## config.mk

```make
export PLATFORM = sky130hd
export DESIGN_NAME = sssup_supervisor
export DESIGN_NICKNAME = d
export VERILOG_FILES = /design/src/sssup_pkg.sv /design/src/sssup_din_decode.sv /design/src/sssup_supervisor.sv
export SDC_FILE = /design/constraint.sdc
export NUM_CORES = 1
export LEC_CHECK = 0
export BUFFER_PORTS_ARGS = -buffer_cell sky130_fd_sc_hd__buf_2
export CORE_ASPECT_RATIO = 1.75
export CORE_MARGIN = 2
export CORE_UTILIZATION = 45
export CTS_CLUSTER_DIAMETER = 200
export DETAILED_ROUTE_END_ITERATION = 12
export GPL_TIMING_DRIVEN = 0
export PLACE_DENSITY = 0.7
export REMOVE_ABC_BUFFERS = 1
export SLEW_MARGIN = 15
export SYNTH_ARGS = -nofsm -noshare
export SYNTH_HDL_FRONTEND = slang
export SYNTH_SLANG_ARGS = --single-unit
```

## constraint.sdc

```tcl
create_clock -name sys_clk -period 2.55 [get_ports sys_clk]
set_input_delay 0.3825 -clock sys_clk [delete_from_list [all_inputs] [get_ports sys_clk]]
set_output_delay 0.3825 -clock sys_clk [all_outputs]
set_load 0.02 [all_outputs]
```

## src/sssup_pkg.sv

```systemverilog
package sssup_pkg;
   // register byte offsets
   localparam logic [7:0] SSSUP_OFS_ALARM = 8'h00; // alarm_status_word
   localparam logic [7:0] SSSUP_OFS_ALARM2 = 8'h04; // alarm_status_word_two
   localparam logic [7:0] SSSUP_OFS_WARN = 8'h08; // warning_status_word
   localparam logic [7:0] SSSUP_OFS_WARN2 = 8'h0c; // warning_status_word_two
   localparam logic [7:0] SSSUP_OFS_CTRL = 8'h10; // mode and reset request
   localparam logic [7:0] SSSUP_OFS_DFUNC = 8'h14; // input function codes
   localparam logic [7:0] SSSUP_OFS_IRQ_ST = 8'h18; // sticky events, write 1 clears
   localparam logic [7:0] SSSUP_OFS_IRQ_MSK = 8'h1c; // event mask
   localparam logic [7:0] SSSUP_OFS_STATE = 8'h20; // live levels
   // status word bit positions
   localparam int SSSUP_BIT_EV = 30; // safe-stop event bit in every word
   localparam int SSSUP_BIT_DANGER = 31; // dangerous failure in word two
   // control fields
   localparam int SSSUP_CTRL_RST_BIT = 8; // write 1 requests a reset
   localparam logic [3:0] SSSUP_MODE_RESET = 4'h1; // default mode
   localparam int SSSUP_FUNC_W = 8; // width of one function code
   // input function codes
   localparam logic [7:0] SSSUP_FUNC_NOP = 8'h00; // no operation
   localparam logic [7:0] SSSUP_FUNC_RESET = 8'h01; // reset request
   localparam logic [7:0] SSSUP_FUNC_ORIGIN = 8'h50; // thermistor origin (80)
   // interrupt status bits
   localparam int SSSUP_IRQ_A68 = 0;
   localparam int SSSUP_IRQ_A71 = 1;
   localparam int SSSUP_IRQ_A72 = 2;
   localparam int SSSUP_IRQ_W68 = 3;
   localparam int SSSUP_IRQ_W71 = 4;
   localparam int SSSUP_IRQ_REJ = 5; // refused mode write
   localparam int SSSUP_IRQ_W = 6;
   // how a source reacts to safe stop
   typedef enum logic [1:0] {
      SSSUP_K_NONE = 2'b00,
      SSSUP_K_ALARM = 2'b01,
      SSSUP_K_WARN = 2'b10
   } sssup_kind_type;

   // mode -> {thermistor kind, relay kind}; none/none marks mode 0 and unused codes
   function automatic logic [3:0] sssup_mode_kinds(input logic [3:0] mode);
      logic [3:0] k;
      k = {SSSUP_K_NONE, SSSUP_K_NONE};
      unique case (mode)
         4'h1: k = {SSSUP_K_NONE, SSSUP_K_ALARM};
         4'h3: k = {SSSUP_K_NONE, SSSUP_K_WARN};
         4'h4: k = {SSSUP_K_ALARM, SSSUP_K_NONE};
         4'h5: k = {SSSUP_K_WARN, SSSUP_K_NONE};
         4'h6: k = {SSSUP_K_ALARM, SSSUP_K_ALARM};
         4'h7: k = {SSSUP_K_WARN, SSSUP_K_WARN};
         4'h8: k = {SSSUP_K_ALARM, SSSUP_K_WARN};
         4'h9: k = {SSSUP_K_WARN, SSSUP_K_ALARM};
         default: k = {SSSUP_K_NONE, SSSUP_K_NONE};
      endcase
      return k;
   endfunction : sssup_mode_kinds
endpackage : sssup_pkg

```

## src/sssup_din_decode.sv

```systemverilog
`timescale 1ns/1ns
module sssup_din_decode
   import sssup_pkg::*;
#(
   parameter int N_DIN = 2 // number of digital input lines
) (
   input wire logic sys_clk, // system clock
   input wire logic srst, // synchronous reset
   input wire logic [N_DIN-1:0] din_level, // digital_input_line levels
   input wire logic [N_DIN*SSSUP_FUNC_W-1:0] din_func, // function code per line
   output logic origin_q, // any origin-coded line high
   output logic reset_req_q // one-cycle pulse on a reset line rising
);
   logic [N_DIN-1:0] is_org; // line coded as thermistor origin and high
   logic [N_DIN-1:0] is_rst; // line coded as reset and high
   logic [N_DIN-1:0] rst_prev_q; // previous reset level per line

   // per-line decode of the function code
   for (genvar i = 0; i < N_DIN; i++) begin : g_line
      assign is_org[i] = din_level[i] &&
         (din_func[i*SSSUP_FUNC_W +: SSSUP_FUNC_W] == SSSUP_FUNC_ORIGIN);
      assign is_rst[i] = din_level[i] &&
         (din_func[i*SSSUP_FUNC_W +: SSSUP_FUNC_W] == SSSUP_FUNC_RESET);
   end

   // edge detect so that a held input cannot clear later alarms
   always_ff @(posedge sys_clk) begin
      if (srst) begin
         rst_prev_q <= '0;
         reset_req_q <= 1'b0;
         origin_q <= 1'b0;
      end else begin
         rst_prev_q <= is_rst;
         reset_req_q <= |(is_rst & ~rst_prev_q);
         origin_q <= |is_org;
      end
   end
endmodule : sssup_din_decode

```

## src/sssup_supervisor.sv

```systemverilog
`timescale 1ns/1ns
// Functional notes
// - mode 1 coasts, alarm held until reset
// - mode 3 coasts, resumes when input returns
// - modes 4-9 selectable only with card present
// - mode 5 resumes unless origin input high
// - mode 7 warns both sources, origin blocks resume
// - modes 1 and 3-9 map sources to alarm/warning
// - modes 8/9 mix latched alarm, clearing warning
// - warnings resume when stop and origin clear
// - alarms cleared only by explicit reset request
// - input codes: 0 none, 1 reset, 80 origin
// - origin without safe stop trips alarm 72 in modes 4-9
// - alarms 68/71/72 never auto reset
// - status words bits 30/31 flag events
// - alarm 68 needs input restored before reset
// - alarm 71 needs input and origin clear
// - thermistor trip shown, latched until reset for alarm 71, clears with warning 71
module sssup_supervisor
   import sssup_pkg::*;
#(
   parameter int N_DIN = 2 // digital input lines, 1 to 4
) (
   input wire logic sys_clk, // 50 MHz system clock
   input wire logic srst, // synchronous reset, active high
   input wire logic safe_stop_in, // safe-stop terminal, high = run allowed
   input wire logic [N_DIN-1:0] din_level, // digital_input_line levels
   input wire logic card_present, // thermistor option card detected
   input wire logic reset_key, // local_operator_panel reset key
   input wire logic [7:0] reg_addr, // register byte address
   input wire logic [31:0] reg_wdata, // write data
   input wire logic reg_wr, // write strobe
   input wire logic reg_rd, // read strobe
   output logic [31:0] reg_rdata, // read data, cycle after strobe
   output logic coast, // motor coast command
   output logic trip_display, // thermistor trip indicator for the panel
   output logic irq // level interrupt
);
   if (N_DIN < 1 || N_DIN > 4) begin : g_bad_n
      $error("N_DIN must be 1 to 4");
   end

   // every register here resets synchronously with srst; nothing is kept
   // across a reset, so an alarm 72 does not survive one either
   // software state
   logic [3:0] mode_q; // selected safe-stop mode
   logic [N_DIN*SSSUP_FUNC_W-1:0] dfunc_q; // function code per input
   logic bus_rst_q; // reset request written over the bus
   logic key_prev_q; // previous reset key level
   logic [SSSUP_IRQ_W-1:0] irq_st_q; // sticky events
   logic [SSSUP_IRQ_W-1:0] irq_msk_q; // event enables
   logic [31:0] rdata_q; // read data register
   // alarms and warnings are separate flops so that one source can latch
   // while the other clears itself in the mixed modes
   // event latches
   logic a68_q; // safe_stop_alarm_event
   logic a71_q; // thermistor_stop_alarm_event
   logic a72_q; // dangerous_failure_alarm
   logic w68_q; // safe_stop_warning_event
   logic w71_q; // thermistor_stop_warning_event
   logic coast_q; // coast command register
   logic disp_q; // thermistor trip display
   logic irq_q; // interrupt register
   // decoded inputs
   logic origin; // thermistor_origin_indicator via an input line
   logic din_rst; // reset pulse from an input line
   logic rst_req; // any reset request this cycle
   logic key_rise; // reset key pressed
   logic [1:0] tk; // thermistor source kind
   logic [1:0] rk; // relay source kind
   logic ss_off; // safe stop active
   logic use_therm; // event is charged to the thermistor card
   logic origin_eff; // origin counts only in thermistor modes
   logic resume_ok; // stop and origin both released
   logic bad_levels; // inconsistent levels
   logic set_a68, set_a71, set_w68, set_w71; // event raise terms
   logic [SSSUP_IRQ_W-1:0] ev_rise; // new events for interrupt
   logic wr_ctrl; // control write this cycle
   logic [3:0] wmode; // mode field being written
   logic mode_ok; // written mode may be accepted

   // function codes and origin decode
   sssup_din_decode #(
      .N_DIN(N_DIN)
   ) u_din (
      .sys_clk(sys_clk),
      .srst(srst),
      .din_level(din_level),
      .din_func(dfunc_q),
      .origin_q(origin),
      .reset_req_q(din_rst)
   );

   // source kinds for the current mode
   assign {tk, rk} = sssup_mode_kinds(mode_q);

   // the card's output is the terminal; low means stop requested
   assign ss_off = !safe_stop_in;
   // limitation: a trip whose origin line comes late is charged to the
   // relay chain until the origin level arrives
   // with both sources wired, the origin input says which one tripped
   assign use_therm = (tk != SSSUP_K_NONE) && ((rk == SSSUP_K_NONE) || origin);
   // origin only matters in the thermistor modes; in modes 1 and 3 an
   // input coded 80 is ignored
   assign origin_eff = origin && (tk != SSSUP_K_NONE);
   assign resume_ok = safe_stop_in && !origin_eff;
   assign bad_levels = origin_eff && safe_stop_in;

   // a stop seen in mode 0 raises nothing and never coasts the motor
   // event raise terms; modes 8/9 split alarm and warning per source
   assign set_a68 = ss_off && !use_therm && (rk == SSSUP_K_ALARM);
   assign set_w68 = ss_off && !use_therm && (rk == SSSUP_K_WARN);
   assign set_a71 = ss_off && use_therm && (tk == SSSUP_K_ALARM);
   assign set_w71 = ss_off && use_therm && (tk == SSSUP_K_WARN);

   // the key is edge detected here and input lines in the decoder, so a
   // stuck button or line cannot wipe out a trip that comes later
   // reset sources: key edge, bus pulse, input-line edge
   assign key_rise = reset_key && !key_prev_q;
   assign rst_req = key_rise || bus_rst_q || din_rst;

   // a refused write leaves the mode alone and flags the event (its reset bit still acts), so a
   // drive without the card cannot select a mode it cannot serve; the card is checked only on the write
   // mode write acceptance
   assign wr_ctrl = reg_wr && (reg_addr == SSSUP_OFS_CTRL);
   assign wmode = reg_wdata[3:0];
   // codes 4..9 need a thermistor kind, so they need the card
   always_comb begin
      mode_ok = (wmode == 4'h0) || (sssup_mode_kinds(wmode) != 4'h0);
      if (sssup_mode_kinds(wmode) >= {SSSUP_K_ALARM, 2'b00} && !card_present) begin
         mode_ok = 1'b0;
      end
   end

   // mode register and function codes
   always_ff @(posedge sys_clk) begin
      if (srst) begin
         mode_q <= SSSUP_MODE_RESET;
         dfunc_q <= '0;
      end else begin
         if (wr_ctrl && mode_ok) begin
            mode_q <= wmode;
         end
         if (reg_wr && reg_addr == SSSUP_OFS_DFUNC) begin
            dfunc_q <= reg_wdata[N_DIN*SSSUP_FUNC_W-1:0];
         end
      end
   end

   // reset request capture
   always_ff @(posedge sys_clk) begin
      if (srst) begin
         bus_rst_q <= 1'b0;
         key_prev_q <= 1'b0;
      end else begin
         bus_rst_q <= wr_ctrl && reg_wdata[SSSUP_CTRL_RST_BIT];
         key_prev_q <= reset_key;
      end
   end

   // alarms latch; only a reset request with released levels clears them.
   // raise terms are level based, so a reset while stop is held is void.
   always_ff @(posedge sys_clk) begin
      if (srst) begin
         a68_q <= 1'b0;
         a71_q <= 1'b0;
         a72_q <= 1'b0;
      end else begin
         a68_q <= set_a68 || (a68_q && !(rst_req && safe_stop_in));
         a71_q <= set_a71 || (a71_q && !(rst_req && resume_ok));
         a72_q <= bad_levels || (a72_q && !rst_req);
      end
   end

   // warnings clear themselves once stop and origin are gone
   always_ff @(posedge sys_clk) begin
      if (srst) begin
         w68_q <= 1'b0;
         w71_q <= 1'b0;
      end else begin
         w68_q <= set_w68 || (w68_q && !resume_ok);
         w71_q <= set_w71 || (w71_q && !resume_ok);
      end
   end

   // the raise terms feed coast directly so the command is not a cycle
   // behind the latch; the price is a wider or in front of the flop
   // coast from the first sampled stop until resume conditions hold
   always_ff @(posedge sys_clk) begin
      if (srst) begin
         coast_q <= 1'b0;
         disp_q <= 1'b0;
      end else begin
         coast_q <= set_a68 || set_a71 || set_w68 || set_w71 || bad_levels ||
            a68_q || a71_q || a72_q || (w68_q && !resume_ok) ||
            (w71_q && !resume_ok);
         disp_q <= set_a71 || set_w71 || a71_q || w71_q;
      end
   end

   // an event already latched does not count again, so a held stop
   // raises one interrupt and not one per cycle
   // interrupt events are rising edges of the latches, plus refused mode writes
   assign ev_rise[SSSUP_IRQ_A68] = set_a68 && !a68_q;
   assign ev_rise[SSSUP_IRQ_A71] = set_a71 && !a71_q;
   assign ev_rise[SSSUP_IRQ_A72] = bad_levels && !a72_q;
   assign ev_rise[SSSUP_IRQ_W68] = set_w68 && !w68_q;
   assign ev_rise[SSSUP_IRQ_W71] = set_w71 && !w71_q;
   assign ev_rise[SSSUP_IRQ_REJ] = wr_ctrl && !mode_ok;

   // sticky status: a new event wins over a write-one clear
   always_ff @(posedge sys_clk) begin
      if (srst) begin
         irq_st_q <= '0;
         irq_msk_q <= '0;
         irq_q <= 1'b0;
      end else begin
         if (reg_wr && reg_addr == SSSUP_OFS_IRQ_ST) begin
            irq_st_q <= (irq_st_q & ~reg_wdata[SSSUP_IRQ_W-1:0]) | ev_rise;
         end else begin
            irq_st_q <= irq_st_q | ev_rise;
         end
         if (reg_wr && reg_addr == SSSUP_OFS_IRQ_MSK) begin
            irq_msk_q <= reg_wdata[SSSUP_IRQ_W-1:0];
         end
         irq_q <= |(irq_st_q & irq_msk_q);
      end
   end

   // reads have no side effects; sticky bits clear only by writes
   // read data register; unmapped addresses read zero
   always_ff @(posedge sys_clk) begin
      if (srst) begin
         rdata_q <= '0;
      end else if (reg_rd) begin
         rdata_q <= '0;
         unique case (reg_addr)
            SSSUP_OFS_ALARM: rdata_q[SSSUP_BIT_EV] <= a68_q;
            SSSUP_OFS_ALARM2: begin
               rdata_q[SSSUP_BIT_EV] <= a71_q;
               rdata_q[SSSUP_BIT_DANGER] <= a72_q;
            end
            SSSUP_OFS_WARN: rdata_q[SSSUP_BIT_EV] <= w68_q;
            SSSUP_OFS_WARN2: rdata_q[SSSUP_BIT_EV] <= w71_q;
            SSSUP_OFS_CTRL: rdata_q[3:0] <= mode_q;
            SSSUP_OFS_DFUNC: rdata_q[N_DIN*SSSUP_FUNC_W-1:0] <= dfunc_q;
            SSSUP_OFS_IRQ_ST: rdata_q[SSSUP_IRQ_W-1:0] <= irq_st_q;
            SSSUP_OFS_IRQ_MSK: rdata_q[SSSUP_IRQ_W-1:0] <= irq_msk_q;
            SSSUP_OFS_STATE: rdata_q[3:0] <= {card_present, origin, safe_stop_in, coast_q};
            default: rdata_q <= '0;
         endcase
      end else begin
         rdata_q <= '0; // data stand only in the cycle after the strobe
      end
   end

   assign reg_rdata = rdata_q;
   assign coast = coast_q;
   assign trip_display = disp_q;
   assign irq = irq_q;

   // checks; every latch is a flop, so consequents look one edge after
   // the cause with |=> against the register they expect
   // checks
   AST_ALARM_HOLD: assert property (@(posedge sys_clk) disable iff (srst)
      a68_q && !rst_req |=> a68_q)
      else $error("alarm 68 cleared without reset");
   AST_COAST_ON_STOP: assert property (@(posedge sys_clk) disable iff (srst)
      (set_a68 || set_w68 || set_a71 || set_w71) |=> coast_q)
      else $error("coast missing after stop");
   AST_MODE3_RESUME: assert property (@(posedge sys_clk) disable iff (srst)
      mode_q == 4'h3 && w68_q && safe_stop_in ##1 safe_stop_in |-> !w68_q)
      else $error("mode 3 did not resume");
   AST_MODE_GATE: assert property (@(posedge sys_clk) disable iff (srst)
      wr_ctrl && !card_present && wmode >= 4'h4 |=> mode_q == $past(mode_q))
      else $error("thermistor mode taken without card");
   AST_ORIGIN_BLOCKS: assert property (@(posedge sys_clk) disable iff (srst)
      mode_q == 4'h5 && w71_q && origin |=> w71_q)
      else $error("warning 71 cleared while origin high");
   AST_DANGER: assert property (@(posedge sys_clk) disable iff (srst)
      tk != SSSUP_K_NONE && origin && safe_stop_in |=> a72_q ##1 coast_q)
      else $error("alarm 72 not raised");
   AST_A68_NEEDS_INPUT: assert property (@(posedge sys_clk) disable iff (srst)
      a68_q && !safe_stop_in |=> a68_q)
      else $error("alarm 68 left with input off");
   AST_A71_CLEAR: assert property (@(posedge sys_clk) disable iff (srst)
      a71_q && rst_req && resume_ok && !set_a71 |=> !a71_q)
      else $error("alarm 71 not cleared by reset");
   AST_WORD_BIT: assert property (@(posedge sys_clk) disable iff (srst)
      reg_rd && reg_addr == SSSUP_OFS_ALARM2 |=> reg_rdata[31] == $past(a72_q))
      else $error("alarm word two bit 31 wrong");
   AST_KEY_EDGE: assert property (@(posedge sys_clk) disable iff (srst)
      $rose(reset_key) && a68_q && safe_stop_in |=> !a68_q)
      else $error("key press did not clear alarm 68");

   // alarms hold without a reset and clear with one once levels are back
   AST_A71_HOLD: assert property (@(posedge sys_clk) disable iff (srst)
      a71_q && !rst_req |=> a71_q)
      else $error("alarm 71 cleared without reset");
   AST_A72_HOLD: assert property (@(posedge sys_clk) disable iff (srst)
      a72_q && !rst_req |=> a72_q)
      else $error("alarm 72 cleared without reset");
   AST_A68_CLEAR: assert property (@(posedge sys_clk) disable iff (srst)
      a68_q && rst_req && safe_stop_in |=> !a68_q)
      else $error("alarm 68 not cleared by reset");

   // warnings release on their own; origin blocks them in thermistor modes
   AST_W68_CLEAR: assert property (@(posedge sys_clk) disable iff (srst)
      w68_q && resume_ok |=> !w68_q)
      else $error("warning 68 held after release");
   AST_W71_CLEAR: assert property (@(posedge sys_clk) disable iff (srst)
      w71_q && resume_ok |=> !w71_q)
      else $error("warning 71 held after release");
   AST_MODE7_BLOCK: assert property (@(posedge sys_clk) disable iff (srst)
      mode_q == 4'h7 && w71_q && origin |=> w71_q)
      else $error("mode 7 warning cleared while origin high");

   // mode table: which source raises what
   AST_MODE0_QUIET: assert property (@(posedge sys_clk) disable iff (srst)
      mode_q == 4'h0 && !(a68_q || a71_q || a72_q || w68_q || w71_q) |=> !coast_q)
      else $error("mode 0 coasted");
   AST_MODE1_ALARM: assert property (@(posedge sys_clk) disable iff (srst)
      mode_q == 4'h1 && !safe_stop_in |=> a68_q && coast_q)
      else $error("mode 1 stop without alarm 68");
   AST_THERM_ALARM: assert property (@(posedge sys_clk) disable iff (srst)
      (mode_q == 4'h6 || mode_q == 4'h8) && !safe_stop_in && origin |=> a71_q)
      else $error("thermistor stop without alarm 71");
   AST_RELAY_WARN: assert property (@(posedge sys_clk) disable iff (srst)
      mode_q == 4'h8 && !safe_stop_in && !origin |=> w68_q)
      else $error("mode 8 relay stop without warning 68");

   // outputs and reset sources
   AST_TRIP_SHOWN: assert property (@(posedge sys_clk) disable iff (srst)
      a71_q || w71_q |=> disp_q)
      else $error("thermistor trip not shown");
   AST_DIN_PULSE: assert property (@(posedge sys_clk) disable iff (srst)
      din_rst |=> !din_rst)
      else $error("input reset pulse longer than one cycle");
endmodule : sssup_supervisor

```

# Word-level counts from Yosys, hierarchy flattened
# Memories as Yosys holds them, arrays and structs flattened. A register that Yosys moved wholly into a read port is not among the register bits.
# Cells that the tools add are included.
# totals
regBits	78
romBits	192
in_bits	49
output_inout_bits	35
elab_cells	140
n_memories	3
# classes
n_lt_le_gt_ge	1
eq_ne	16
muxes	7
bitwise	10
reduce_logical	82
# mem_list
name	words	width	read_ports	rd_ports_with_merged_regs	wr	line	source
(name not given)	16	4	1	0	0	sssup_pkg.sv:42	unique case (mode)
(name not given)	16	4	1	0	0	sssup_pkg.sv:42	
(name not given)	16	4	1	1	0	sssup_pkg.sv:42	
# ops
operator	n
$logic_and 1x1->1	35
$eq 8x5->1 const B	4
$logic_or 1x1->1	21
$pmux 4 s5	1
$eq 8x1->1 const B	2
$eq 8x4->1 const B	2
$eq 8x7->1 const B	2
$logic_not 1->1	15
$and 6x6->6	2
$or 6x6->6	2
$eq 8x3->1 const B	1
$eq 8x6->1 const B	1
$logic_not 8->1	1
$mux 4	2
$mux 6	1
$not 6->6	1
$pmux 2 s3	1
$reduce_or 2->1	3
$reduce_or 3->1	2
$reduce_or 6->1	1
$eq 2x1->1 const B	2
$eq 2x2->1 const B	2
$ge 4x3->1 const B	1
$logic_not 4->1	1
8 further kinds	10

# Depth between registers and ports, before layout
# Gate-level depths: netlist of the first run.
# logic_depth
ltp_word	15
depth_mapped	7
depth_no_buf	5

# By module
# From an unflattened synthesis of the first run, not the netlist that was laid out.
# hier_totals
cells_unflattened	341
area_unflattened_um2	3024.2
# by_module_without_submodules
mod	n_inst	cells_each	area_per_inst_um2
sssup_supervisor	1	316	2800.2
sssup_din_decode	1	25	224.0

# Least setup slack after synthesis of the first run
# OpenSTA, ideal clock, no wires.
# synth_timing
path_kind	input port to flip-flop
from	input reg_addr[1]
to	register, netlist name rk[1]
arrival_time_ns	2.089
t_required_ns	2.429
path_slack_ns	0.340
path_stages	6
path_buffers	1
path_cell_list	or4_4 -> buf_6 -> nor4_4 -> nand3_4 -> mux2i_4 -> mux2_4
# synth_via
elab_chain_cells	5
# synth_lines
element	line	source
from (decl)	sssup_supervisor.sv:30	input wire logic [7:0] reg_addr,
$eq 8x5->1	sssup_supervisor.sv:125	assign wr_ctrl = reg_wr && (reg_addr == SSSUP_OFS_CTRL);
$logic_and 1x1->1	sssup_supervisor.sv:125	
$logic_and 1x1->1	sssup_supervisor.sv:141	if (wr_ctrl && mode_ok) begin
$mux 4 (no source line) (2 in series)	--	
# Every way passes these cells.
# A chain may end at the register's enable or synchronous reset.

# Worst setup path after layout of the first run
# layout_timing
from	input reg_addr[1]
to	register irq_st_q[5]
# layout_via
elab_chain_cells	5
elab_cells_between_ends	8
classes_between	eq/ne: 2; mux: 1; bitwise: 2; reduce/logical: 3
# layout_lines
element	line	source
$eq 8x5->1	sssup_supervisor.sv:125	
$logic_and 1x1->1	sssup_supervisor.sv:125	
$logic_and 1x1->1	sssup_supervisor.sv:209	assign ev_rise[SSSUP_IRQ_REJ] = wr_ctrl && !mode_ok;
$or 6x6->6, on equally long branches	sssup_supervisor.sv:221, sssup_supervisor.sv:219	
$mux 6 (*)	sssup_supervisor.sv:218	if (reg_wr && reg_addr == SSSUP_OFS_IRQ_ST) begin
to (signal assigned)	sssup_supervisor.sv:219	irq_st_q <= (irq_st_q & ~reg_wdata[SSSUP_IRQ_W-1:0]) | ev_rise;
to (signal assigned)	sssup_supervisor.sv:221	irq_st_q <= irq_st_q | ev_rise;
to (decl)	sssup_supervisor.sv:50	logic [SSSUP_IRQ_W-1:0] irq_st_q;
# Every way passes the cells marked *; elsewhere a longest branch is shown, timed or not.

==> results of run 1 <==
[stage by stage]
stage | hold WS, ns | TNS [ns] | instance area (µm²) | setup slack [ns]
2_1_floorplan | 0.437 | 0 | 2810 | 0.159
3_3_place_gp | 0.460 | -5.46 | 3180 | -0.348
3_5_place_dp | 0.469 | -0.0107 | 3200 | -0.0107
4_1_cts | 0.273 | 0 | 3470 | 0.330
5_1_grt | 0.290 | 0 | 3470 | 0.168
6_report | 0.278 | 0 | 3470 | 0.330
[worst min-delay path by stage]
stage	start	to	cells after the start
after floorplan	a72_q	reg_rdata[31]	2
after global placement	dfunc_q[15]	reg_rdata[15]	1
after detailed placement	a72_q	reg_rdata[31]	2
after CTS	reg_addr[4]	reg_rdata[30]	2
after global routing	reg_addr[4]	reg_rdata[30]	2
final	reg_addr[4]	reg_rdata[30]	2
[area by class of cell]
| class | instances | area, µm² | area share (%) |
|---|---|---|---|
| multi-input cells | 214 | 1430 | 41.0 |
| flip-flops and latches | 68 | 1360 | 39.2 |
| repair buffers | 54 | 280 | 8.07 |
| clock buffers | 13 | 260 | 7.49 |
| well taps | 82 | 103 | 2.95 |
| inverters | 9 | 33.8 | 0.973 |
| clock inverters | 2 | 10.0 | 0.288 |
[critical path, cell delays in order]
cell and delay, ns:
buf_2 0.09, or4_4 0.60, nor4_1 0.93, nand2_1 0.16, a22oi_1 0.17, nor2_1 0.05
[Yosys cell counts]
cell	count
dfxtp_1	68
nor2_1	50
mux2i_1	28
nand2_1	22
buf_4	14
a21oi_1	11
a22oi_1	10
and2_1	10
inv_1	9
clkbuf_1	8
nor4_1	7
mux4_2	5
nand2b_1	5
nand3b_1	5
nor3_1	5
nor2b_1	4
o21ai_0	4
a31oi_1	3
buf_6	3
nor3b_1	3
a211oi_1	2
a22o_1	2
a2bb2oi_1	2
and3b_2	2
buf_2	2
mux2_2	2
nand3_1	2
nor4b_1	2
o21a_1	2
a2111oi_0	1
a211o_2	1
conb_1	1
mux2_4	1
mux2i_4	1
nand3_4	1
nor3_2	1
nor4_4	1
o21ba_2	1
o221ai_1	1
or3_2	1
or4_4	1
xor2_1	1
[registers in the layout, indices dropped and copies added (netlist names), 2 cells and up]
signal            cells
irq_st_q              6
irq_msk_q             6
u_din.rst_prev_q      2
tk                    2
rk                    2
reg_rdata            18
mode_q                4
dfunc_q              16
[routing by layer]
metal / part of all wire (%) / wire length [µm] / up-vias / track usage (%)
met5: 0 / 0 / - / 0
met4: 2.8 / 181 / 0 / 10.3
met3: 4.8 / 316 / 15 / 5.58
met2: 55 / 3610 / 68 / 35.3
met1: 38 / 2470 / 1075 / 20.0
li1: - / - / 1135 / -
[layout by cell type, fill, tap and decap left out, types with 5 or more instances in the layout]
cell type,count
mux4_2,5
nand2b_1,5
and2_1,10
inv_1,9
nor3_1,5
nand2_1,22
dfxtp_1,68
nor2_1,50
clkbuf_16,9
nand3b_1,5
mux2i_1,28
nor4_1,7
a22oi_1,10
conb_1,14
buf_2,53
a21oi_1,11
[report_power, final]
| group | total, µW | leakage, µW | switching, µW | internal [µW] |
|---|---|---|---|---|
| Sequential | 1070 | 0.000549 | 3.60 | 1070 |
| Combinational | 122 | 0.000781 | 82.0 | 39.6 |
| Clock | 1120 | 0.000135 | 415 | 701 |
| Total | 2310 | 0.00146 | 501 | 1810 |
[kinds of logic after synthesis]
family                 share of synthesized area, %
other                                         0.127
AO/OA/AOI/OAI                                  9.22
XOR/XNOR                                      0.298
AND/OR/NAND/NOR                                21.5
multiplexers                                   15.4
flip-flops                                     46.2
buffers and inverters                          7.22
==> flow_summary.ini, run 1 <==
[drt]
num_vias = 2293
drc_errors = 0
first_pass_iters = 4
first_iter_violations = 125
ant_nets = 0
wl_per_cell_um = 14.9
vias_per_cell = 5.19
routed_wl_mm = 6.57

[placement]
gp_congestion = 0.883
dp_cells = 427
place_hpwl_mm = 4.91
io_buffers = 53

[synthesis]
yosys.cell_types.count = 42
seq_area_frac_synth_pct = 46.2
synth.largest_area_cell = dfxtp_1
yosys.area.top_type_share_pct = 46.2
synthCells = 305
synth_warnings = 0
avgSynthCellArea_um2 = 9.65
yosys_register_bits = 68
synth.area.top_cells = dfxtp_1 46%, mux2i_1 9.5%, nor2_1 6.4%
syn_area_mm2 = 0.00294

[die]
die_x_um = 65.1
die_h_um = 111
start_util_pct = 45.7
core-area_mm2 = 0.00644
fp.dieArea_mm2 = 0.00723
rows = 39
boundaryPins = 84

[clock_network]
insertion_delay_ns = 0.33
clock_path_buffers = 2
cts.sink_count = 68
cts_buffers = 9
clkTransAtPathRegs_ns = 0.05
root_buffer = clkbuf_16
cts_tree = done
postCtsSetupBuffers = 0
cts_hold_buf = 0
cts_resized = 0
cts_max_level = 3

[critical_path]
reg2reg_slack_ns = 1.04
crit_path_start_kind = primary input
rr_startpoint = tk[1]
reg2reg_depth = 4
cp_max_fo = 8
cp-endpoint = irq_st_q[5]
crit_start = reg_addr[1]
cp.required_ns = 2.73
cp-end-kind = flip-flop
cp.arrival_ns = 2.40
r2r-end = coast
path_class = in -> reg

[power]
ir_drop_mv = 0.484
powerDensity_mw_per_mm2 = 665
total_power_uw = 2310
p_leak_uw = 0.00146

[sta]
hold_viol_final = 0
setup_viol = 0
slew_violations = 0
relSlewSlack_pct = 24.8
rsz0062_at_grt = false
finalCritPeriodShare_pct = 87.1
fin_crit_ns = 2.22
worstMarginPinSlew_ns = 1.12
fmax_mhz = 450
finClkSkew_ns = 0.00546

[status]
status = complete, no violations

[layout]
fin_util_pct = 53.9
fillCellCount = 643
syn2layout_area_growth_pct = 18.0
fin_nets = 405
drive_above_1_share_pct = 23.6
stdcell_count = 442
antenna_cells = 0

[global_routing]
grt_pass1_vias = 2261
grt_pass1_wl_mm = 10.8
grt-ovfl-total = 0
grt_start_max_net_pins = 53
grt_use_total_pct = 19.7
antenna_found_initial = 0

[flow_run]
drv_cap = 0

[min_path]
hp-class = in -> reg
No activity file was read; power rests on OpenSTA's default activity.
==> inputs of run 2 (changes only) <==
--- a/config.mk
+++ b/config.mk
@@ -5,6 +5,7 @@
 export SDC_FILE = /design/constraint.sdc
 export NUM_CORES = 1
 export LEC_CHECK = 0
+export ABC_AREA = 1
 export BUFFER_PORTS_ARGS = -buffer_cell sky130_fd_sc_hd__buf_2
 export CORE_ASPECT_RATIO = 1.75
 export CORE_MARGIN = 2
==> flow_summary.ini, run 2 <==
[status]
status = complete, no violations

[sta]
setup_viol = 0
rsz0062_at_grt = false
fin_crit_ns = 1.77
worstMarginPinSlew_ns = 0.542
hold_viol_final = 0
slew_violations = 0
finClkSkew_ns = 0.00615
whs_ns = 0.273
fmax_mhz = 564
relSlewSlack_pct = 63.7
tns_ns = 0
finalCritPeriodShare_pct = 69.6

[drt]
wl_per_cell_um = 13.6
first_iter_violations = 174
drc_errors = 0
num_vias = 2663
ant_nets = 0
first_pass_iters = 4
routed_wl_mm = 7.23
vias_per_cell = 5.01

[layout]
final_common_cell = dfxtp_1
fin_util_pct = 54.2
layout_common_cells = 68 x dfxtp_1, 58 x inv_1, 54 x nand2_1, 53 x buf_2, 40 x nor2_1
largest_reg_flops = 18
regArea_mm2 = 0.00136
syn2layout_area_growth_pct = 18.8
final_area_mm2 = 0.00349
drive_above_1_share_pct = 20.2
fillCellCount = 649
multi_input_area_mm2 = 0.00123
fin_nets = 495
antenna_cells = 0

[global_routing]
grt_use_total_pct = 21.6
antenna_found_initial = 0
grt-ovfl-total = 0
grt_pass1_wl_mm = 11.8
grt_pass1_vias = 2562
grt_start_max_net_pins = 32

[synthesis]
yosys.area.top_type_share_pct = 46.3
async_flop_share_pct = 0
synth_common_cells = 68 x dfxtp_1, 58 x inv_1, 54 x nand2_1, 40 x nor2_1, 37 x a21oi_1
yosys.cell_types.count = 33
seq_area_frac_synth_pct = 46.3
synth.area.top_cells = dfxtp_1 46%, inv_1 7.4%, nand2_1 6.9%
synthCells = 392
yosys_register_bits = 68
synth.largest_area_cell = dfxtp_1
syn_area_mm2 = 0.00294
avgSynthCellArea_um2 = 7.49
synth_ff_type = dfxtp_1
synth_warnings = 0
synth_edf_count = 0
yosysMostFrequentCell = dfxtp_1

[die]
die_h_um = 111
core-area_mm2 = 0.00644
boundaryPins = 84
fp.dieArea_mm2 = 0.00722
die_x_um = 65.1
start_util_pct = 45.6
rows = 39

[flow_run]
drv_cap = 0

[placement]
placed_cell_area_mm2 = 0.00320
io_buffers = 53
place_hpwl_mm = 5.39
gp_congestion = 0.883

[power]
p_leak_uw = 0.00154
powerDensity_mw_per_mm2 = 680
ir_drop_mv = 0.417

[clock_network]
cts.sink_count = 68
clkTransAtPathRegs_ns = 0.05
insertion_delay_ns = 0.33
cts_hold_buf = 0
cts_resized = 0
cts_tree = done
postCtsSetupBuffers = 0
clock_path_buffers = 2
root_buffer = clkbuf_16
cts_max_level = 3
cts_buffers = 9

[critical_path]
path_class = in -> reg
cp_top_family = buffers and inverters
worst-path-stages = 6
path_buf_inv = 3
crit_path_max_incr_delay_ns = 0.48
crit_path_start_kind = primary input
cp_cell_sequence = buf_2, clkinv_2, nand2_1, inv_1, nand4_1, nor2_1
cp.arrival_ns = 1.97
reg2reg_depth = 7
cp-end-kind = flip-flop
cp.required_ns = 2.75
critical-path-slowest-cell = clkinv_2
cp_max_fo = 28

[min_path]
hp-class = in -> reg
hold_path_depth = 3
## run 2: changes by cell type in the layout (fill, tap and decap cells not counted), sizes merged, moves of 6 or more
| cell | previous run | this run |
|---|---|---|
| inv | 9 | 63 |
| mux2i | 29 | 0 |
| a21oi | 11 | 37 |
| nor2 | 50 | 44 |
| nand2 | 22 | 61 |
| and2 | 10 | 0 |
| o21ai | 4 | 32 |
| o22ai | 0 | 6 |
| nand3 | 3 | 24 |
| nand4 | 0 | 8 |
| a22oi | 10 | 0 |
## run 2: cell families after synthesis
group,after synthesis,share of synthesized area (%)
other,1,0.128
AND/OR/NAND/NOR,153,25.1
buffers and inverters,87,13.4
flip-flops,68,46.3
AO/OA/AOI/OAI,83,15.0
## run 2: power breakdown
| part | switching (µW) | total (µW) | internal [µW] |
|---|---|---|---|
| sequential | 3.79 | 1070 | 1070 |
| clock | 420 | 1180 | 757 |
| combinational | 89.0 | 125 | 35.9 |
## run 2: worst paths after layout
kind                             from           endpoint  slack [ns]
setup / recovery                 srst       reg_rdata[7]        0.78
hold / removal              reset_key         key_prev_q        0.27
setup reg to reg       u_din.origin_q        irq_st_q[1]        1.20
hold reg to reg   u_din.rst_prev_q[0]  u_din.reset_req_q        0.46
## run 2: cell type report
| cell class | count | share of cell area, % |
|---|---|---|
| Tap cell | 82 | 2.94 |
| Clock inverter | 1 | 0.143 |
| Timing Repair Buffer | 53 | 7.60 |
| Clock buffer | 14 | 8.14 |
| Sequential cell | 68 | 39.0 |
| Inverter | 64 | 6.92 |
| Multi-Input combinational cell | 250 | 35.3 |
## run 2: layer usage
| layer | vias to the layer above | global-route usage, % | wire length (µm) |
|---|---|---|---|
| met1 | 1205 | 21.6 | 2680 |
| met2 | 72 | 38.0 | 3850 |
| met4 | 0 | 14.7 | 399 |
| li1 | 1361 | - | - |
| met5 | - | 0 | 0 |
| met3 | 25 | 4.97 | 297 |
## run 2: worst min-delay path, stage by stage
cell	delay, ns
buf_2	0.07
inv_1	0.04
nor2_1	0.07
## run 2: stage by stage
stage	total power [µW]	cells	setup slack [ns]
3_5_place_dp	1220	517	0.423
2_1_floorplan	1160	382	1.04
3_3_place_gp	1220	517	0.467
6_report	2370	532	0.776
5_1_grt	2460	532	0.642
4_1_cts	2390	532	0.766
==> inputs of run 3 (changes only) <==
--- a/config.mk
+++ b/config.mk
@@ -5,7 +5,7 @@
 export SDC_FILE = /design/constraint.sdc
 export NUM_CORES = 1
 export LEC_CHECK = 0
-export ABC_AREA = 1
+export ABC_AREA = 0
 export BUFFER_PORTS_ARGS = -buffer_cell sky130_fd_sc_hd__buf_2
 export CORE_ASPECT_RATIO = 1.75
 export CORE_MARGIN = 2
==> constraint.sdc (replaced) <==
create_clock -name sys_clk -period 1.82 [get_ports sys_clk]
set_input_delay 0.273 -clock sys_clk [delete_from_list [all_inputs] [get_ports sys_clk]]
set_output_delay 0.273 -clock sys_clk [all_outputs]
set_load 0.02 [all_outputs]
==> flow_summary.ini, run 3 (synthesis gave the netlist of run 1 again) <==
[drt]
dr_wl_met2_mm = 3.76
ant_nets = 0
drc_errors = 0
maxUsedRoutingLayer = met4
dr_wl_met3_um = 330
first_pass_iters = 4
first_iter_violations = 91
drt-met1-wl_mm = 2.54
num_vias = 2341
vias_per_cell = 5.23
routed_wl_mm = 6.80
wl_per_cell_um = 15.2

[power]
sequentialPowerShare_pct = 46.4
internal_power_uw = 2540
powerDensity_mw_per_mm2 = 914
power.share.clock_pct = 48.2
power_switching_uw = 703
total_power_uw = 3240
p_sw_share_pct = 21.7
p_comb_share_pct = 5.4
ir_drop_mv = 0.679
p_leak_uw = 0.00150

[sta]
rsz0062_at_grt = true
fmax_mhz = 551
finalCritPeriodShare_pct = 99.7
relSlewSlack_pct = 36.9
slew_violations = 0
worst_slack_ns = 0.00530
worstMarginPinSlew_ns = 0.946
fin_crit_ns = 1.81
finClkSkew_ns = 0.00311
hold_viol_final = 0
setup_viol = 0

[placement]
place_ws_ns = -0.631
gp_congestion = 0.883
placed_cell_area_mm2 = 0.00320
place_hpwl_mm = 4.91
dp_cells = 427
io_buffers = 53

[critical_path]
cp.arrival_ns = 2.03
cp.required_ns = 2.04
crit_path_start_kind = primary input
reg2reg_slack_ns = 0.31
path_class = in -> reg
r2r-end = coast
reg2reg_depth = 4
cp_max_fo = 7
rr_startpoint = tk[1]
cp-end-kind = flip-flop

[layout]
fin_nets = 411
stdcell_count = 448
antenna_cells = 0
final_area_mm2 = 0.00355
syn2layout_area_growth_pct = 20.4
drive_above_1_share_pct = 25.4
layout_common_cells = 68 x dfxtp_1, 52 x buf_2, 49 x nor2_1, 28 x mux2i_1, 22 x nand2_1
largest_reg_flops = 18
final_common_cell = dfxtp_1

[min_path]
min_to = reg_rdata[30]
hp-class = in -> reg
worstHoldStart = reg_addr[4]
hold_path_depth = 2

[global_routing]
grt_start_max_net_pins = 53
grt_use_total_pct = 20.3
grt_pass1_vias = 2319
antenna_found_initial = 0
grt_pass1_wl_mm = 11.0
grt-ovfl-total = 0

[die]
start_util_pct = 45.7
rows = 39
boundaryPins = 84
core-area_mm2 = 0.00644
die_x_um = 65.1
fp.dieArea_mm2 = 0.00723
die_h_um = 111

[clock_network]
cts_buffers = 9
clkTransAtPathRegs_ns = 0.05
root_buffer = clkbuf_16
insertion_delay_ns = 0.33
cts_tree = done
cts.sink_count = 68
cts_max_level = 3
clock_path_buffers = 2
cts_hold_buf = 0

[flow_run]
drv_cap = 0

[status]
status = complete, no violations
==> run 3: changes by cell type in the layout (fill, tap and decap cells not counted), moves of 6 or more <==
cell	delta
nand2_1	-32
inv_1	-49
o21ai_0	-12
a21oi_1	-26
mux2i_1	+28
o22ai_1	-6
nand3_1	-17
nand4_1	-8
and2_1	+10
o21ai_1	-16
nor2_1	+9
a22oi_1	+10
nand2_2	-7
==> run 3: worst max path at each step <==
stage                     start      endpoint  slack (ns)
floorplan           reg_addr[1]    dfunc_q[0]       -0.46
global placement    reg_addr[1]    dfunc_q[2]       -0.97
detailed placement  reg_addr[1]   irq_st_q[5]       -0.63
CTS                        srst  reg_rdata[7]       0.007
global route        reg_addr[6]         rk[1]       -0.06
finish              reg_addr[6]         rk[1]       0.005
==> run 3: what timing repair did <==
action                                  CTS  global route
endpoints found under the setup margin   10            23
setup buffers                             4             2
resized for setup                         1             2
pin swaps                                 1             2
==> run 3: critical path, cell delays in order <==
cell	delay, ns
buf_6	0.09
or4_4	0.59
nor4_4	0.16
buf_4	0.19
nand3_4	0.15
mux2i_4	0.26
mux2_4	0.31
==> run 3: cell type report <==
type | count | area (µm²)
fillers | 633 | 2900
clock buffers | 13 | 260
clock inverters | 2 | 10.0
flip-flops and latches | 68 | 1360
inverters | 9 | 33.8
repair buffers | 60 | 344
well taps | 82 | 103
multi-input cells | 214 | 1430
==> run 3: through the flow <==
stage,utilization [%],hold WS (ns),TNS (ns)
finish,55.1,0.167,0
CTS,54.7,0.164,0
floorplan,-,0.342,-7.83
global route,55.1,0.180,-0.227
global placement,49.4,0.460,-25.59
detailed placement,49.7,0.469,-13.07
==> run 3: power groups by stage <==
stage,clock (µW),sequential (µW),combinational (µW)
6_report,1560,1500,175
4_1_cts,1590,1500,171
3_3_place_gp,0,1530,166
3_5_place_dp,0,1530,169
2_1_floorplan,0,1530,77.3
5_1_grt,1660,1500,191
==> run 3: routing by layer <==
metal / GRT usage [%] / vias up
met5: 0 / -
met4: 10.8 / 0
met3: 5.58 / 14
met2: 36.5 / 75
met1: 20.4 / 1106
li1: - / 1146
